<file path="config.mk">
export PLATFORM = sky130hd
export DESIGN_NAME = tsse_top
export DESIGN_NICKNAME = d
export VERILOG_FILES = /design/src/tsse_pkg.sv /design/src/tsse_top.sv
export SDC_FILE = /design/constraint.sdc
export NUM_CORES = 1
export LEC_CHECK = 0
export ABC_AREA = 1
export BUFFER_PORTS_ARGS = -buffer_cell sky130_fd_sc_hd__buf_4
export CAP_MARGIN = 20
export CORE_MARGIN = 2
export CORE_UTILIZATION = 38
export DETAILED_ROUTE_END_ITERATION = 7
export SYNTH_ARGS = -nofsm -noshare
export SYNTH_HDL_FRONTEND = slang
export SYNTH_SLANG_ARGS = --single-unit
</file>
<file path="constraint.sdc">
create_clock -name CLK -period 2.73 [get_ports CLK]
set_input_delay 0.273 -clock CLK [delete_from_list [all_inputs] [get_ports CLK]]
set_output_delay 0.273 -clock CLK [all_outputs]
set_load 0.05 [all_outputs]
</file>
<file path="src/tsse_pkg.sv">
// constants, register map and carriers for the timing-signal unit
package tsse_pkg;
  // clock and time base
  localparam int CLK_NS = 4;
  localparam int CLK_MHZ = 250;
  localparam int CLK_HZ = CLK_MHZ * 1_000_000;
  localparam int TICK_US = 1;
  localparam int TICK_CYC = (TICK_US * 1000) / CLK_NS;
  localparam int US_PER_SEC = 1_000_000;
  localparam int MINOR_W = 20;
  // periodic divider limits
  localparam int DIV_MIN = 2;
  localparam int DIV_LIM = 65536;
  localparam int DIV_W = 16;
  // synthesizer: tuning word in 1/32 Hz steps
  localparam int DDS_STEPS_HZ = 32;
  localparam int DDS_W = 34;
  localparam logic [DDS_W-1:0] DDS_MOD = 34'(CLK_HZ) * 34'(DDS_STEPS_HZ);
  // frequency output dividers
  localparam int FOUT_1_MHZ = 1;
  localparam int FOUT_5_MHZ = 5;
  localparam int FOUT_10_MHZ = 10;
  localparam int FOUT_W = 8;
  // register byte offsets
  localparam logic [7:0] ADDR_CTRL = 8'h00;
  localparam logic [7:0] ADDR_DIV1 = 8'h04;
  localparam logic [7:0] ADDR_DIV2 = 8'h08;
  localparam logic [7:0] ADDR_DDS = 8'h0c;
  localparam logic [7:0] ADDR_STRB_MAJ = 8'h10;
  localparam logic [7:0] ADDR_STRB_MIN = 8'h14;
  localparam logic [7:0] ADDR_INT_STAT = 8'h18;
  localparam logic [7:0] ADDR_INT_CLR = 8'h1c;
  localparam logic [7:0] ADDR_INT_EN = 8'h20;
  localparam logic [7:0] ADDR_EVT_MAJ = 8'h24;
  localparam logic [7:0] ADDR_EVT_MIN = 8'h28;
  localparam logic [7:0] ADDR_TIME_MAJ = 8'h2c;
  localparam logic [7:0] ADDR_TIME_MIN = 8'h30;
  localparam logic [7:0] ADDR_CMD = 8'h34;
  // reset values
  localparam logic [DIV_W-1:0] DIV_RST = 16'h000a;
  localparam logic [31:0] DDS_RST = 32'h0000_0000;
  // interrupt and command bit positions
  localparam int INT_STROBE = 0;
  localparam int INT_EVENT = 1;
  localparam int INT_PPS = 2;
  localparam int INT_W = 3;
  localparam int CMD_RTC = 0;
  localparam int CMD_REL = 1;
  typedef enum logic [1:0] {
    FOUT_1M = 2'b00,
    FOUT_5M = 2'b01,
    FOUT_10M = 2'b10
  } tsse_fout_e;
  // control register layout, lsb last
  typedef struct packed {
    tsse_fout_e fout_sel;
    logic spare; // bit 7 unused, keeps the selector at bits 9:8
    logic evt_lock;
    logic evt_fall;
    logic evt_src;
    logic strb_minor;
    logic strb_en;
    logic dds_sel;
    logic ppo_sync;
  } tsse_ctrl_s;
  localparam int CTRL_W = 10;
  localparam tsse_ctrl_s CTRL_RST = '0;
  typedef struct packed {
    logic [31:0] major;
    logic [MINOR_W-1:0] minor;
  } tsse_time_s;
endpackage

</file>
<file path="src/tsse_top.sv">
// timing-signal unit: periodic, synthesizer, strobe, event capture, apb slave
// How it works
// - periodic rate is 1 MHz over n1 times n2
// - each divisor from 2 to 65535 only
// - sync mode aligns periodic rise to 1PPS
// - control bit puts synthesizer on periodic output
// - synthesizer square wave in 1/32 Hz steps
// - major/minor match gives one 1 us pulse
// - major compare holds 22 bits of seconds
// - minor-only mode strobes once every second
// - strobe and event can raise interrupt
// - event source: external input or periodic output
// - event edge: rising or falling selectable
// - qualifying edge loads current time into capture
// - lockout holds capture until released
// - frequency output selects 1, 5, 10 MHz
// - all interrupts disabled after reset
// - rtc command copies board seconds out
module tsse_top
  import tsse_pkg::*;
#(
  parameter int STRB_MAJ_W = 22
) (
  input logic CLK,
  input logic RST_N,
  input logic PSEL,
  input logic PENABLE,
  input logic PWRITE,
  input logic [7:0] PADDR,
  input logic [31:0] PWDATA,
  output logic [31:0] PRDATA,
  output logic PREADY,
  output logic PSLVERR,
  input logic PPS_IN,
  input logic EVENT_IN,
  output logic PERIODIC_OUT,
  output logic STROBE_OUT,
  output logic FREQ_OUT,
  output logic IRQ,
  output logic RTC_LOAD,
  output logic [31:0] RTC_SECONDS
);

  localparam int SUB_W = $clog2(TICK_CYC);
  localparam int STW = $clog2(TICK_CYC + 1);

  // refuse widths the strobe compare cannot serve
  if (STRB_MAJ_W < 1 || STRB_MAJ_W > 32) begin : g_chk
    $error("STRB_MAJ_W must be 1 to 32");
  end

  ////////////////////////////////////////////////////////////////////////
  // pin synchronisers and 1PPS edge

  logic pps_s1_ff, pps_s2_ff, pps_d_ff;
  logic evt_s1_ff, evt_s2_ff;
  logic pps_rise;

  // first stage feeds only the second one
  always_ff @(posedge CLK or negedge RST_N) begin
    if (!RST_N) begin
      pps_s1_ff <= 1'b0;
      pps_s2_ff <= 1'b0;
      pps_d_ff <= 1'b0;
      evt_s1_ff <= 1'b0;
      evt_s2_ff <= 1'b0;
    end else begin
      pps_s1_ff <= PPS_IN;
      pps_s2_ff <= pps_s1_ff;
      pps_d_ff <= pps_s2_ff;
      evt_s1_ff <= EVENT_IN;
      evt_s2_ff <= evt_s1_ff;
    end
  end

  assign pps_rise = pps_s2_ff & ~pps_d_ff;

  ////////////////////////////////////////////////////////////////////////
  // apb slave: one wait state, answer registered

  tsse_ctrl_s ctrl_ff;
  logic [DIV_W-1:0] div1_ff, div2_ff;
  logic [31:0] dds_inc_ff;
  logic [STRB_MAJ_W-1:0] strb_maj_ff;
  logic [MINOR_W-1:0] strb_min_ff;
  logic [INT_W-1:0] stat_ff, en_ff, int_set;
  tsse_time_s now_ff, evt_time_ff;
  logic pready_ff, pslverr_ff, irq_ff;
  logic [31:0] prdata_ff, rd_val;
  logic rd_ok, ro_hit, div_bad, wr_ok, acc;

  // read mux; write-only registers read as zero
  always_comb begin
    rd_val = '0;
    rd_ok = 1'b1;
    ro_hit = 1'b0;
    case (PADDR)
      ADDR_CTRL: rd_val = 32'(ctrl_ff);
      ADDR_DIV1: rd_val = 32'(div1_ff);
      ADDR_DIV2: rd_val = 32'(div2_ff);
      ADDR_DDS: rd_val = dds_inc_ff;
      ADDR_STRB_MAJ: rd_val = 32'(strb_maj_ff);
      ADDR_STRB_MIN: rd_val = 32'(strb_min_ff);
      ADDR_INT_STAT: begin
        rd_val = 32'(stat_ff);
        ro_hit = 1'b1;
      end
      ADDR_INT_CLR: rd_val = '0;
      ADDR_INT_EN: rd_val = 32'(en_ff);
      ADDR_EVT_MAJ: begin
        rd_val = evt_time_ff.major;
        ro_hit = 1'b1;
      end
      ADDR_EVT_MIN: begin
        rd_val = 32'(evt_time_ff.minor);
        ro_hit = 1'b1;
      end
      ADDR_TIME_MAJ: rd_val = now_ff.major;
      ADDR_TIME_MIN: begin
        rd_val = 32'(now_ff.minor);
        ro_hit = 1'b1;
      end
      ADDR_CMD: rd_val = '0;
      default: rd_ok = 1'b0;
    endcase
  end

  // out-of-range divisors are refused, old value kept
  assign div_bad = (PADDR == ADDR_DIV1 || PADDR == ADDR_DIV2) &&
                   (PWDATA < 32'(DIV_MIN) || PWDATA >= 32'(DIV_LIM));
  assign acc = PSEL & PENABLE;
  // error decided in the wait cycle, so it gates the write edge
  assign wr_ok = acc & pready_ff & PWRITE & ~pslverr_ff;

  always_ff @(posedge CLK or negedge RST_N) begin
    if (!RST_N) begin
      pready_ff <= 1'b0;
      pslverr_ff <= 1'b0;
      prdata_ff <= '0;
    end else begin
      pready_ff <= acc & ~pready_ff;
      if (acc && !pready_ff) begin
        prdata_ff <= PWRITE ? 32'h0000_0000 : rd_val;
        pslverr_ff <= ~rd_ok | (PWRITE & (ro_hit | div_bad));
      end else begin
        pslverr_ff <= 1'b0;
      end
    end
  end

  // software-written configuration
  always_ff @(posedge CLK or negedge RST_N) begin
    if (!RST_N) begin
      ctrl_ff <= CTRL_RST;
      div1_ff <= DIV_RST;
      div2_ff <= DIV_RST;
      dds_inc_ff <= DDS_RST;
      strb_maj_ff <= '0;
      strb_min_ff <= '0;
      en_ff <= '0;
    end else if (wr_ok) begin
      case (PADDR)
        ADDR_CTRL: ctrl_ff <= tsse_ctrl_s'(PWDATA[CTRL_W-1:0]);
        ADDR_DIV1: div1_ff <= PWDATA[DIV_W-1:0];
        ADDR_DIV2: div2_ff <= PWDATA[DIV_W-1:0];
        ADDR_DDS: dds_inc_ff <= PWDATA;
        ADDR_STRB_MAJ: strb_maj_ff <= PWDATA[STRB_MAJ_W-1:0];
        ADDR_STRB_MIN: strb_min_ff <= PWDATA[MINOR_W-1:0];
        ADDR_INT_EN: en_ff <= PWDATA[INT_W-1:0];
        default: ;
      endcase
    end
  end

  ////////////////////////////////////////////////////////////////////////
  // board time: microsecond tick, minor and major count

  logic [SUB_W-1:0] sub_ff;
  logic tick, tick_d_ff;

  assign tick = sub_ff == SUB_W'(TICK_CYC - 1);

  // 1PPS restarts the tick so microseconds line up with the epoch
  always_ff @(posedge CLK or negedge RST_N) begin
    if (!RST_N) begin
      sub_ff <= '0;
      tick_d_ff <= 1'b0;
    end else begin
      tick_d_ff <= tick;
      if (pps_rise || tick) begin
        sub_ff <= '0;
      end else begin
        sub_ff <= sub_ff + SUB_W'(1);
      end
    end
  end

  // an epoch just after a local rollover does not count the second twice
  always_ff @(posedge CLK or negedge RST_N) begin
    if (!RST_N) begin
      now_ff <= '0;
    end else begin
      if (pps_rise) begin
        now_ff.minor <= '0;
        if (now_ff.minor >= MINOR_W'(US_PER_SEC / 2)) begin
          now_ff.major <= now_ff.major + 32'h1;
        end
      end else if (tick) begin
        if (now_ff.minor == MINOR_W'(US_PER_SEC - 1)) begin
          now_ff.minor <= '0;
          now_ff.major <= now_ff.major + 32'h1;
        end else begin
          now_ff.minor <= now_ff.minor + MINOR_W'(1);
        end
      end
      if (wr_ok && PADDR == ADDR_TIME_MAJ) begin
        now_ff.major <= PWDATA;
      end
    end
  end

  ////////////////////////////////////////////////////////////////////////
  // periodic pulse output: two cascaded dividers on the 1 us tick

  logic [DIV_W-1:0] c1_ff, c2_ff, nxt_c2;
  logic ppo_ff;

  assign nxt_c2 = (c2_ff == div2_ff - DIV_W'(1)) ? '0 : c2_ff + DIV_W'(1);

  // high for the first half of each n2 period, so the rise marks a cycle
  always_ff @(posedge CLK or negedge RST_N) begin
    if (!RST_N) begin
      c1_ff <= '0;
      c2_ff <= '0;
      ppo_ff <= 1'b0;
    end else if (pps_rise && ctrl_ff.ppo_sync) begin
      c1_ff <= '0;
      c2_ff <= '0;
      ppo_ff <= 1'b1;
    end else if (tick) begin
      if (c1_ff == div1_ff - DIV_W'(1)) begin
        c1_ff <= '0;
        c2_ff <= nxt_c2;
        ppo_ff <= nxt_c2 < (div2_ff >> 1);
      end else begin
        c1_ff <= c1_ff + DIV_W'(1);
      end
    end
  end

  ////////////////////////////////////////////////////////////////////////
  // synthesizer: modulo accumulator, modulus is clock rate times 32

  logic [DDS_W-1:0] acc_ff, acc_sum;
  logic dds_ff, per_out_ff;

  assign acc_sum = acc_ff + DDS_W'(dds_inc_ff);

  // non-binary modulus keeps the step exactly 1/32 Hz
  always_ff @(posedge CLK or negedge RST_N) begin
    if (!RST_N) begin
      acc_ff <= '0;
      dds_ff <= 1'b0;
    end else begin
      acc_ff <= (acc_sum >= DDS_MOD) ? acc_sum - DDS_MOD : acc_sum;
      dds_ff <= acc_ff < (DDS_MOD >> 1);
    end
  end

  // output select
  always_ff @(posedge CLK or negedge RST_N) begin
    if (!RST_N) begin
      per_out_ff <= 1'b0;
    end else begin
      per_out_ff <= ctrl_ff.dds_sel ? dds_ff : ppo_ff;
    end
  end

  ////////////////////////////////////////////////////////////////////////
  // time-coincidence strobe

  logic strb_hit, strobe_ff;
  logic [STW-1:0] strb_w_ff;

  // compared only in the cycle after a tick, once per time value
  assign strb_hit = ctrl_ff.strb_en & tick_d_ff &
                    (now_ff.minor == strb_min_ff) &
                    (ctrl_ff.strb_minor |
                     (now_ff.major[STRB_MAJ_W-1:0] == strb_maj_ff));

  always_ff @(posedge CLK or negedge RST_N) begin
    if (!RST_N) begin
      strb_w_ff <= '0;
      strobe_ff <= 1'b0;
    end else if (strb_hit) begin
      strb_w_ff <= STW'(TICK_CYC);
      strobe_ff <= 1'b1;
    end else begin
      if (strb_w_ff != '0) begin
        strb_w_ff <= strb_w_ff - STW'(1);
      end
      strobe_ff <= strb_w_ff > STW'(1);
    end
  end

  ////////////////////////////////////////////////////////////////////////
  // event capture

  logic src_lvl, src_d_ff, evt_edge, capture, locked_ff, release_cmd;

  assign src_lvl = ctrl_ff.evt_src ? per_out_ff : evt_s2_ff;
  assign evt_edge = ctrl_ff.evt_fall ? (src_d_ff & ~src_lvl) :
                                       (~src_d_ff & src_lvl);
  assign capture = evt_edge & ~locked_ff;
  assign release_cmd = wr_ok && PADDR == ADDR_CMD && PWDATA[CMD_REL];

  always_ff @(posedge CLK or negedge RST_N) begin
    if (!RST_N) begin
      src_d_ff <= 1'b0;
      evt_time_ff <= '0;
    end else begin
      src_d_ff <= src_lvl;
      if (capture) begin
        evt_time_ff <= now_ff;
      end
    end
  end

  // a capture in the release cycle locks again
  always_ff @(posedge CLK or negedge RST_N) begin
    if (!RST_N) begin
      locked_ff <= 1'b0;
    end else if (capture && ctrl_ff.evt_lock) begin
      locked_ff <= 1'b1;
    end else if (release_cmd || !ctrl_ff.evt_lock) begin
      locked_ff <= 1'b0;
    end
  end

  ////////////////////////////////////////////////////////////////////////
  // frequency output divider

  logic [FOUT_W-1:0] fdiv, fcnt_ff;
  logic fout_ff;

  always_comb begin
    case (ctrl_ff.fout_sel)
      FOUT_1M: fdiv = FOUT_W'(CLK_MHZ / FOUT_1_MHZ);
      FOUT_5M: fdiv = FOUT_W'(CLK_MHZ / FOUT_5_MHZ);
      FOUT_10M: fdiv = FOUT_W'(CLK_MHZ / FOUT_10_MHZ);
      default: fdiv = FOUT_W'(CLK_MHZ / FOUT_10_MHZ);
    endcase
  end

  // odd divisors give a duty a cycle off half; the rate is exact
  always_ff @(posedge CLK or negedge RST_N) begin
    if (!RST_N) begin
      fcnt_ff <= '0;
      fout_ff <= 1'b0;
    end else begin
      fcnt_ff <= (fcnt_ff >= fdiv - FOUT_W'(1)) ? '0 : fcnt_ff + FOUT_W'(1);
      fout_ff <= fcnt_ff < (fdiv >> 1);
    end
  end

  ////////////////////////////////////////////////////////////////////////
  // interrupts and rtc sync

  logic rtc_load_ff;
  logic [31:0] rtc_sec_ff;

  assign int_set[INT_STROBE] = strb_hit;
  assign int_set[INT_EVENT] = capture;
  assign int_set[INT_PPS] = pps_rise;

  // set wins over a clear in the same cycle
  always_ff @(posedge CLK or negedge RST_N) begin
    if (!RST_N) begin
      stat_ff <= '0;
      irq_ff <= 1'b0;
    end else begin
      if (wr_ok && PADDR == ADDR_INT_CLR) begin
        stat_ff <= (stat_ff & ~PWDATA[INT_W-1:0]) | int_set;
      end else begin
        stat_ff <= stat_ff | int_set;
      end
      irq_ff <= |(stat_ff & en_ff);
    end
  end

  always_ff @(posedge CLK or negedge RST_N) begin
    if (!RST_N) begin
      rtc_load_ff <= 1'b0;
      rtc_sec_ff <= '0;
    end else begin
      rtc_load_ff <= wr_ok && PADDR == ADDR_CMD && PWDATA[CMD_RTC];
      if (wr_ok && PADDR == ADDR_CMD && PWDATA[CMD_RTC]) begin
        rtc_sec_ff <= now_ff.major;
      end
    end
  end

  assign PRDATA = prdata_ff;
  assign PREADY = pready_ff;
  assign PSLVERR = pslverr_ff;
  assign PERIODIC_OUT = per_out_ff;
  assign STROBE_OUT = strobe_ff;
  assign FREQ_OUT = fout_ff;
  assign IRQ = irq_ff;
  assign RTC_LOAD = rtc_load_ff;
  assign RTC_SECONDS = rtc_sec_ff;

  ////////////////////////////////////////////////////////////////////////
  // checks

  logic [STW:0] hi_len_ff;

  always_ff @(posedge CLK or negedge RST_N) begin
    if (!RST_N) begin
      hi_len_ff <= '0;
    end else begin
      hi_len_ff <= STROBE_OUT ? hi_len_ff + (STW + 1)'(1) : '0;
    end
  end
endmodule
</file>
==> results.yml, run 1 <==
routing:
  route.met3.wl_um: 7690
  wl_per_cell_um: 20.2
  drtAntennaViolNets: 0
  top_layer: "met4"
  wl_met1_um: 36400
  firstDrtPassIters: 6
  viasPerCell: 5.43
  vias: 23000
  dr.first_iter.drc_count: 2240
  wirelength_um: 85400
  drc: 0
  met2_length_um: 38300
finish:
  fill_cells: 5713
  design_area_um2: 29800
  layout.cells.non_filler: 4230
  areaGrowthSynthToFinish_pct: 30.6
  fin_nets: 3534
  post-route-util_pct: 50.3
  final_layout_size_suffix_gt1_share_pct: 22.3
yosys:
  syn_area_um2: 22800
  yosys_warnings: 0
  syn_inst: 2951
  synth_top_area_cell: "dfrtp_1"
  synth-seq-cells: 397
  synthesis.nets: 3067
  synth_top_area_share_pct: 43.1
  ys_types: 61
  synthArstFlopShare_pct: 100
  avgSynthCellArea_um2: 7.74
  synth_ff_type: "dfrtp_1"
  synth_edf_count: 0
  synth.area.top_cells: "dfrtp_1 43%, nand2_1 12%, o21ai_0 7.1%"
  yosysSeqAreaShare_pct: 43.5
die:
  core_area_um2: 59200
  die_area_um2: 62100
  io_pins: 118
  die_w_um: 249
  fp-row-count: 89
  dieHeight_um: 249
  initial_core_util_pct: 38.5
pwr:
  p_leak_nw: 14.3
  pwr-share-clk_pct: 44.7
  switching_share_pct: 28.1
  irDropWorstVdd_v: 0.000510
  power-per-cell-area_nw_per_um2: 510
  seqPwrFrac_pct: 42.3
  intPower_mw: 10.9
  power_mw: 15.2
  combPwrFrac_pct: 13.0
  p_sw_mw: 4.26
sta:
  fin_crit_sh_pct: 114
  relSlewSlack_pct: 42.4
  rsz0062_at_grt: "yes"
  finClkSkew_ns: 0.0260
  fin_ws_ns: -0.379
  final_hold_viol_count: 0
  setup_violations: 23
  setup-tns-final_ns: -7.54
  fin_crit_ns: 3.11
  fmax_ghz: 0.322
  finalMaxSlewViolations: 0
  worst_pin_slew_ns: 0.864
clock_tree:
  clkTransAtPathRegs_ns: 0.06
  cts-root-buf: "clkbuf_16"
  cts_tree: "built"
  h-tree-depth: 2
  clkLatencyLatePin_ns: 0.62
  cts_buffers: 47
  clock-sinks: 397
  clockBufferDepth: 3
global_route:
  antenna_found_initial: 3
  grt_overflow: 0
  grt_pass1_vias: 22400
  grt_usage_pct: 27.1
  grt_pass1_wl_um: 131000
  grt_max_degree: 75
worst_setup_path:
  end_kind: "flip-flop"
  r2r-start: "acc_ff[23]"
  regToRegSetupSlack_ns: -0.38
  r2r_end: "acc_ff[12]"
  crit_fanout: 17
  cp.arrival_ns: 3.62
  critPathLaunchType: "flip-flop"
  rr_worst_depth: 16
  cp.required_ns: 3.24
  critPathKind: "flip-flop to flip-flop"
outcome:
  outcome: "finished with violations"
  violations: "setup timing"
placement:
  port_buffers: 117
  dp_cells: 4116
  dpl.hpwl_um: 64500
  gp_congestion: 0.995
  place_area_um2: 27300
min_path:
  hold_end: "dds_inc_ff[27]"
  whs_path_depth: 3
  hp-start: "PWDATA[27]"
  hold_path.class: "input port to flip-flop"
run:
  max_cap_viol_count: 0
-- worst max-delay path by stage --
stage / start / end / slack (ns) / cells after the start
2_1_floorplan: dds_inc_ff[0] / acc_ff[22] / -0.03 / 24
3_3_place_gp: dds_inc_ff[24] / acc_ff[13] / -0.37 / 14
3_5_place_dp: c2_ff[0] / ppo_ff / -0.49 / 22
4_1_cts: div2_ff[1] / ppo_ff / -0.30 / 23
5_1_grt: c2_ff[1] / ppo_ff / -0.64 / 22
6_report: acc_ff[23] / acc_ff[12] / -0.38 / 16
-- sequential cells by signal, summed over array words and instances (netlist names), 3 cells and up --
name / cells
evt_time_ff: 52
now_ff: 52
acc_ff: 34
PRDATA: 32
RTC_SECONDS: 32
dds_inc_ff: 32
strb_maj_ff: 22
strb_min_ff: 20
c1_ff: 16
c2_ff: 16
div1_ff: 16
div2_ff: 16
ctrl_ff: 10
fcnt_ff: 8
strb_w_ff: 8
sub_ff: 8
en_ff: 3
stat_ff: 3
-- power groups by stage --
stage | registers [mW] | clock network [mW] | logic [mW]
floorplan | 6.46 | 0 | 0.932
global placement | 6.51 | 0 | 1.87
detailed placement | 6.52 | 0 | 1.89
CTS | 6.42 | 6.88 | 1.93
global route | 6.46 | 7.14 | 2.15
finish | 6.43 | 6.79 | 1.97
-- worst max-delay path, cell delays in order (launching register included) --
cell and delay, ns:
dfrtp_1 0.43, ha_1 0.32, buf_4 0.14, nand2_1 0.09
nor2_1 0.26, nand2_1 0.12, nand3b_1 0.25, buf_4 0.18
nand3_1 0.07, nand2_1 0.11, nor2_2 0.14, nand2_1 0.09
nor2_1 0.14, nand3_1 0.14, nand3_4 0.18, buf_12 0.17
xor2_4 0.19
-- final cells by class --
class                           count  area (um^2)  share of cell area, %
Antenna cell                        2         5.00                 0.0168
Clock buffer                       62         1330                   4.47
Clock inverter                     24          323                   1.08
Inverter                          349         1320                   4.42
Multi-Input combinational cell   2119        11800                   39.6
Sequential cell                   397         9940                   33.3
Tap cell                          773          967                   3.24
Timing Repair Buffer              504         4110                   13.8
-- per-stage QoR --
stage,hold WS (ns),setup WS (ns)
after floorplan,-0.0226,-0.0277
after global placement,0.274,-0.373
after detailed placement,0.268,-0.489
after CTS,0.00151,-0.303
after global routing,0.0313,-0.640
final,0.0136,-0.379
-- cell usage after synthesis (5+ instances only) --
| cell type | count |
|---|---|
| o211ai_1 | 5 |
| nand3b_1 | 14 |
| nand3_1 | 140 |
| nand4_1 | 41 |
| or2_2 | 6 |
| a21oi_2 | 7 |
| o21ai_0 | 324 |
| dfrtp_1 | 393 |
| o221ai_1 | 27 |
| nor2_2 | 17 |
| nor2_1 | 240 |
| o21ai_1 | 17 |
| clkbuf_1 | 71 |
| xnor2_1 | 29 |
| ha_1 | 68 |
| o21bai_1 | 6 |
| nand2_1 | 725 |
| inv_2 | 14 |
| nor4_1 | 20 |
| a211oi_1 | 8 |
| xor2_1 | 88 |
| inv_1 | 332 |
| o21a_1 | 7 |
| o22ai_1 | 42 |
| nand2_2 | 16 |
| a21oi_1 | 95 |
| buf_2 | 7 |
| o2111ai_1 | 9 |
| nor3_1 | 68 |
| a221oi_1 | 47 |
-- kinds of logic after synthesis --
family,share of synthesized area [%]
simple gates,24.6
compound gates,15.9
buf+inv,7.35
flops,43.5
xor+xnor,4.77
fa+ha+maj,3.81
-- layer usage --
metal	vias to the layer above	GRT usage, %
met2	993	42.8
met4	0	9.71
met1	11000	36.8
met5	-	0
li1	10800	-
met3	179	5.82
-- cell usage in the layout (no fill, tap or decap), types with 16 or more instances in the layout --
cell type  netlist  layout
inv_2           14      16
a21oi_2          7      16
o21ai_1         17      26
o22ai_1         42      41
inv_1          332     328
nor2_2          17      45
a221oi_1        47      47
nand2_2         16      29
buf_12           0      16
nand4_1         41      41
nor4_1          20      16
ha_1            68      55
a21oi_1         95      85
o21ai_0        324     302
dfrtp_1        393     393
nor3_1          68      62
xor2_1          88      88
buf_4            2     471
xnor2_1         29      28
nor2_1         240     206
clkbuf_16        0      51
nand2_1        725     710
o221ai_1        27      27
nand3_1        140     136
-- repair_timing --
action	CTS	global route
setup buffers	5	7
pin swaps	7	23
endpoints found under the setup margin	28	57
hold buffers	9	0
gates resized for setup	45	84
hold endpoints to repair	57	0
cloned	1	4
Power figures use the tool's default switching activity.
==> run 2, diff against run 1 <==
--- a/config.mk
+++ b/config.mk
@@ -9,4 +9,5 @@
 export BUFFER_PORTS_ARGS = -buffer_cell sky130_fd_sc_hd__buf_4
 export CAP_MARGIN = 20
+export CORE_ASPECT_RATIO = 1.5
 export CORE_MARGIN = 2
 export CORE_UTILIZATION = 38
==> constraint.sdc (replaced) <==
create_clock -name CLK -period 2.73 [get_ports CLK]
set_input_delay 0.546 -clock CLK [delete_from_list [all_inputs] [get_ports CLK]]
set_output_delay 0.546 -clock CLK [all_outputs]
set_load 0.05 [all_outputs]
==> run 2 against run 1 <==
Effect of this change: the run still ends with setup timing left; clock power decreased by 6.0%; via count is 1.4% lower; register-to-register slack got worse by 0.04 ns; global-route usage shrank 0.70 points; flip-flop and latch count is the same; count of clock-buffer cells in the layout is 6 lower; cell area rose by 2.0%; cell count is 1.5% higher; sequential share of layout area shrank 0.64 points; clock skew down 0.0065 ns; combinational power is 3% lower; die area about the same.
==> results.yml, run 2 (synthesized netlist as in run 1, its figures left out) <==
clock_tree:
  cts_buffers: 43
  cts_tree: "built"
  cts-root-buf: "clkbuf_16"
  h-tree-depth: 2
  clkTransAtPathRegs_ns: 0.07
  clockBufferDepth: 3
  clkLatencyLatePin_ns: 0.61
  clock-sinks: 397
placement:
  gp_congestion: 0.967
  dpl.hpwl_um: 64400
  port_buffers: 117
  dp_cells: 4183
  place_area_um2: 27900
worst_setup_path:
  r2r-start: "dds_inc_ff[22]"
  cp_cell_sequence: "ha_1 -> a21oi_1 -> o21ai_0 -> buf_4 -> a21oi_1 -> o21a_1 -> nand2_1 -> nand2_1 -> nand2_1 -> nor2_2 -> nand2_2 -> nor2_2 -> nand3_2 -> nand3_4 -> buf_4 -> buf_12 -> o21ai_1"
  end_kind: "flip-flop"
  slowest_stage: "dfrtp_1"
  regToRegSetupSlack_ns: -0.42
  crit_buf_inv: 3
  cp_top_family: "simple AND/OR/NAND/NOR gates"
  r2r_end: "acc_ff[14]"
  rr_worst_depth: 17
  critPathKind: "flip-flop to flip-flop"
  cp.arrival_ns: 3.63
  critPathLaunchType: "flip-flop"
  cp.required_ns: 3.21
  crit_fanout: 8
  setup.worst_path.start: "dds_inc_ff[22]"
  max_stage_delay_ns: 0.43
  path_common_cell: "nand2_1"
global_route:
  antenna_found_initial: 2
  grt_pass1_wl_um: 126000
  grtUsageMet1_pct: 29.4
  use_met3_pct: 3.93
  use_met2_pct: 47.6
  grt.busiest_layer: "met2"
  grt_pass1_vias: 21900
  grt_max_degree: 65
  grt_overflow: 0
  grt_usage_pct: 26.4
sta:
  setup_violations: 51
  relSlewSlack_pct: 33.2
  rsz0062_at_grt: "yes"
  finalMaxSlewViolations: 0
  fin_crit_ns: 3.15
  fin_ws_ns: -0.420
  final_hold_viol_count: 0
  worst_pin_slew_ns: 0.977
  fin_crit_sh_pct: 115
  finClkSkew_ns: 0.0195
  fmax_ghz: 0.317
finish:
  fin_nets: 3592
  layout_common_cells: "697 x nand2_1, 523 x buf_4, 392 x dfrtp_1"
  layout.cells.non_filler: 4295
  areaGrowthSynthToFinish_pct: 33.2
  top_regs: "evt_time_ff (52), now_ff (52), acc_ff (34)"
  design_area_um2: 30400
  final_layout_size_suffix_gt1_share_pct: 24.6
  post-route-util_pct: 50.9
  n_antenna_cell: 0
  final_common_cell: "nand2_1"
die:
  fp-row-count: 110
  dieHeight_um: 304
  io_pins: 118
  die_area_um2: 62100
  core_area_um2: 59700
  initial_core_util_pct: 38.2
  die_w_um: 204
routing:
  drc: 0
  dr.first_iter.drc_count: 1517
  viasPerCell: 5.27
  vias: 22600
  wirelength_um: 83800
  wl_per_cell_um: 19.5
  firstDrtPassIters: 6
  drtAntennaViolNets: 0
pwr:
  power-per-cell-area_nw_per_um2: 484
  p_leak_nw: 14.6
  power_mw: 14.7
  irDropWorstVdd_v: 0.000464
min_path:
  hp-start: "EVENT_IN"
  hold_path.class: "input port to flip-flop"
  whs_path_depth: 1
  hold_end: "evt_s1_ff"
outcome:
  violations: "setup timing"
  outcome: "finished with violations"
run:
  max_cap_viol_count: 0
run 2: cell types whose count changed in the layout (fill, tap and decap cells not counted), moves of 4 or more:
| cell | before | now |
|---|---|---|
| o21ai_2 | 12 | 23 |
| nand2_1 | 710 | 697 |
| clkbuf_16 | 51 | 47 |
| dlygate4sd3_1 | 9 | 1 |
| nor2_4 | 7 | 13 |
| nand2_2 | 29 | 41 |
| buf_6 | 2 | 6 |
| buf_4 | 471 | 523 |
| nor2_2 | 45 | 38 |
| o21ai_1 | 26 | 14 |
| nand3_1 | 136 | 132 |
| buf_12 | 16 | 30 |
run 2: area by class of cell:
cell class	count	area [um^2]
multi-input combinational	2119	11900
fill	5860	29300
tap	784	981
sequential	397	9940
timing repair buffer	566	4730
inverter	349	1320
clock inverter	24	319
clock buffer	56	1200
run 2: metrics by stage:
| step | TNS [ns] | setup slack [ns] | hold slack [ns] |
|---|---|---|---|
| after floorplan | -0.237 | -0.0277 | 0.250 |
| after global placement | -11.57 | -0.299 | 0.334 |
| after detailed placement | -13.76 | -0.391 | 0.335 |
| after CTS | -6.93 | -0.339 | 0.0249 |
| after global routing | -17.70 | -0.594 | 0.0276 |
| final | -9.63 | -0.420 | 0.0455 |
run 2: timing repair:
item	4_1_cts	5_1_grt
gates cloned	1	5
setup buffers	8	18
setup endpoints to repair	25	79
hold buffers	1	0
pin swaps	11	36
hold endpoints to repair	55	0
gates resized for setup	50	121
run 2: report_power, final:
part	internal, mW	total [mW]	switching [mW]
logic	0.746	1.92	1.18
registers	6.17	6.43	0.257
clock network	3.65	6.38	2.73
total	10.6	14.7	4.16
run 2: metal layers:
layer / up-vias / wire length, um
met5: - / 17
li1: 10900 / -
met4: 2 / 5830
met2: 689 / 42800
met3: 265 / 4170
met1: 10800 / 31000
run 2: worst max path at each step:
stage,end,slack [ns],depth (start not counted)
final,acc_ff[14],-0.42,17
after global routing,acc_ff[25],-0.59,21
after CTS,acc_ff[21],-0.34,24
after detailed placement,acc_ff[14],-0.39,18
after global placement,acc_ff[14],-0.30,18
after floorplan,acc_ff[22],-0.03,24
run 2: worst reg2reg max path: cells and delay by family (launching register included):
kind                     cells  cell delay, ns
AO/OA/AOI/OAI                5            0.82
buffers and inverters        3            0.45
adder cells (fa/ha/maj)      1            0.35
flip-flops                   1            0.43
AND/OR/NAND/NOR              8            0.97
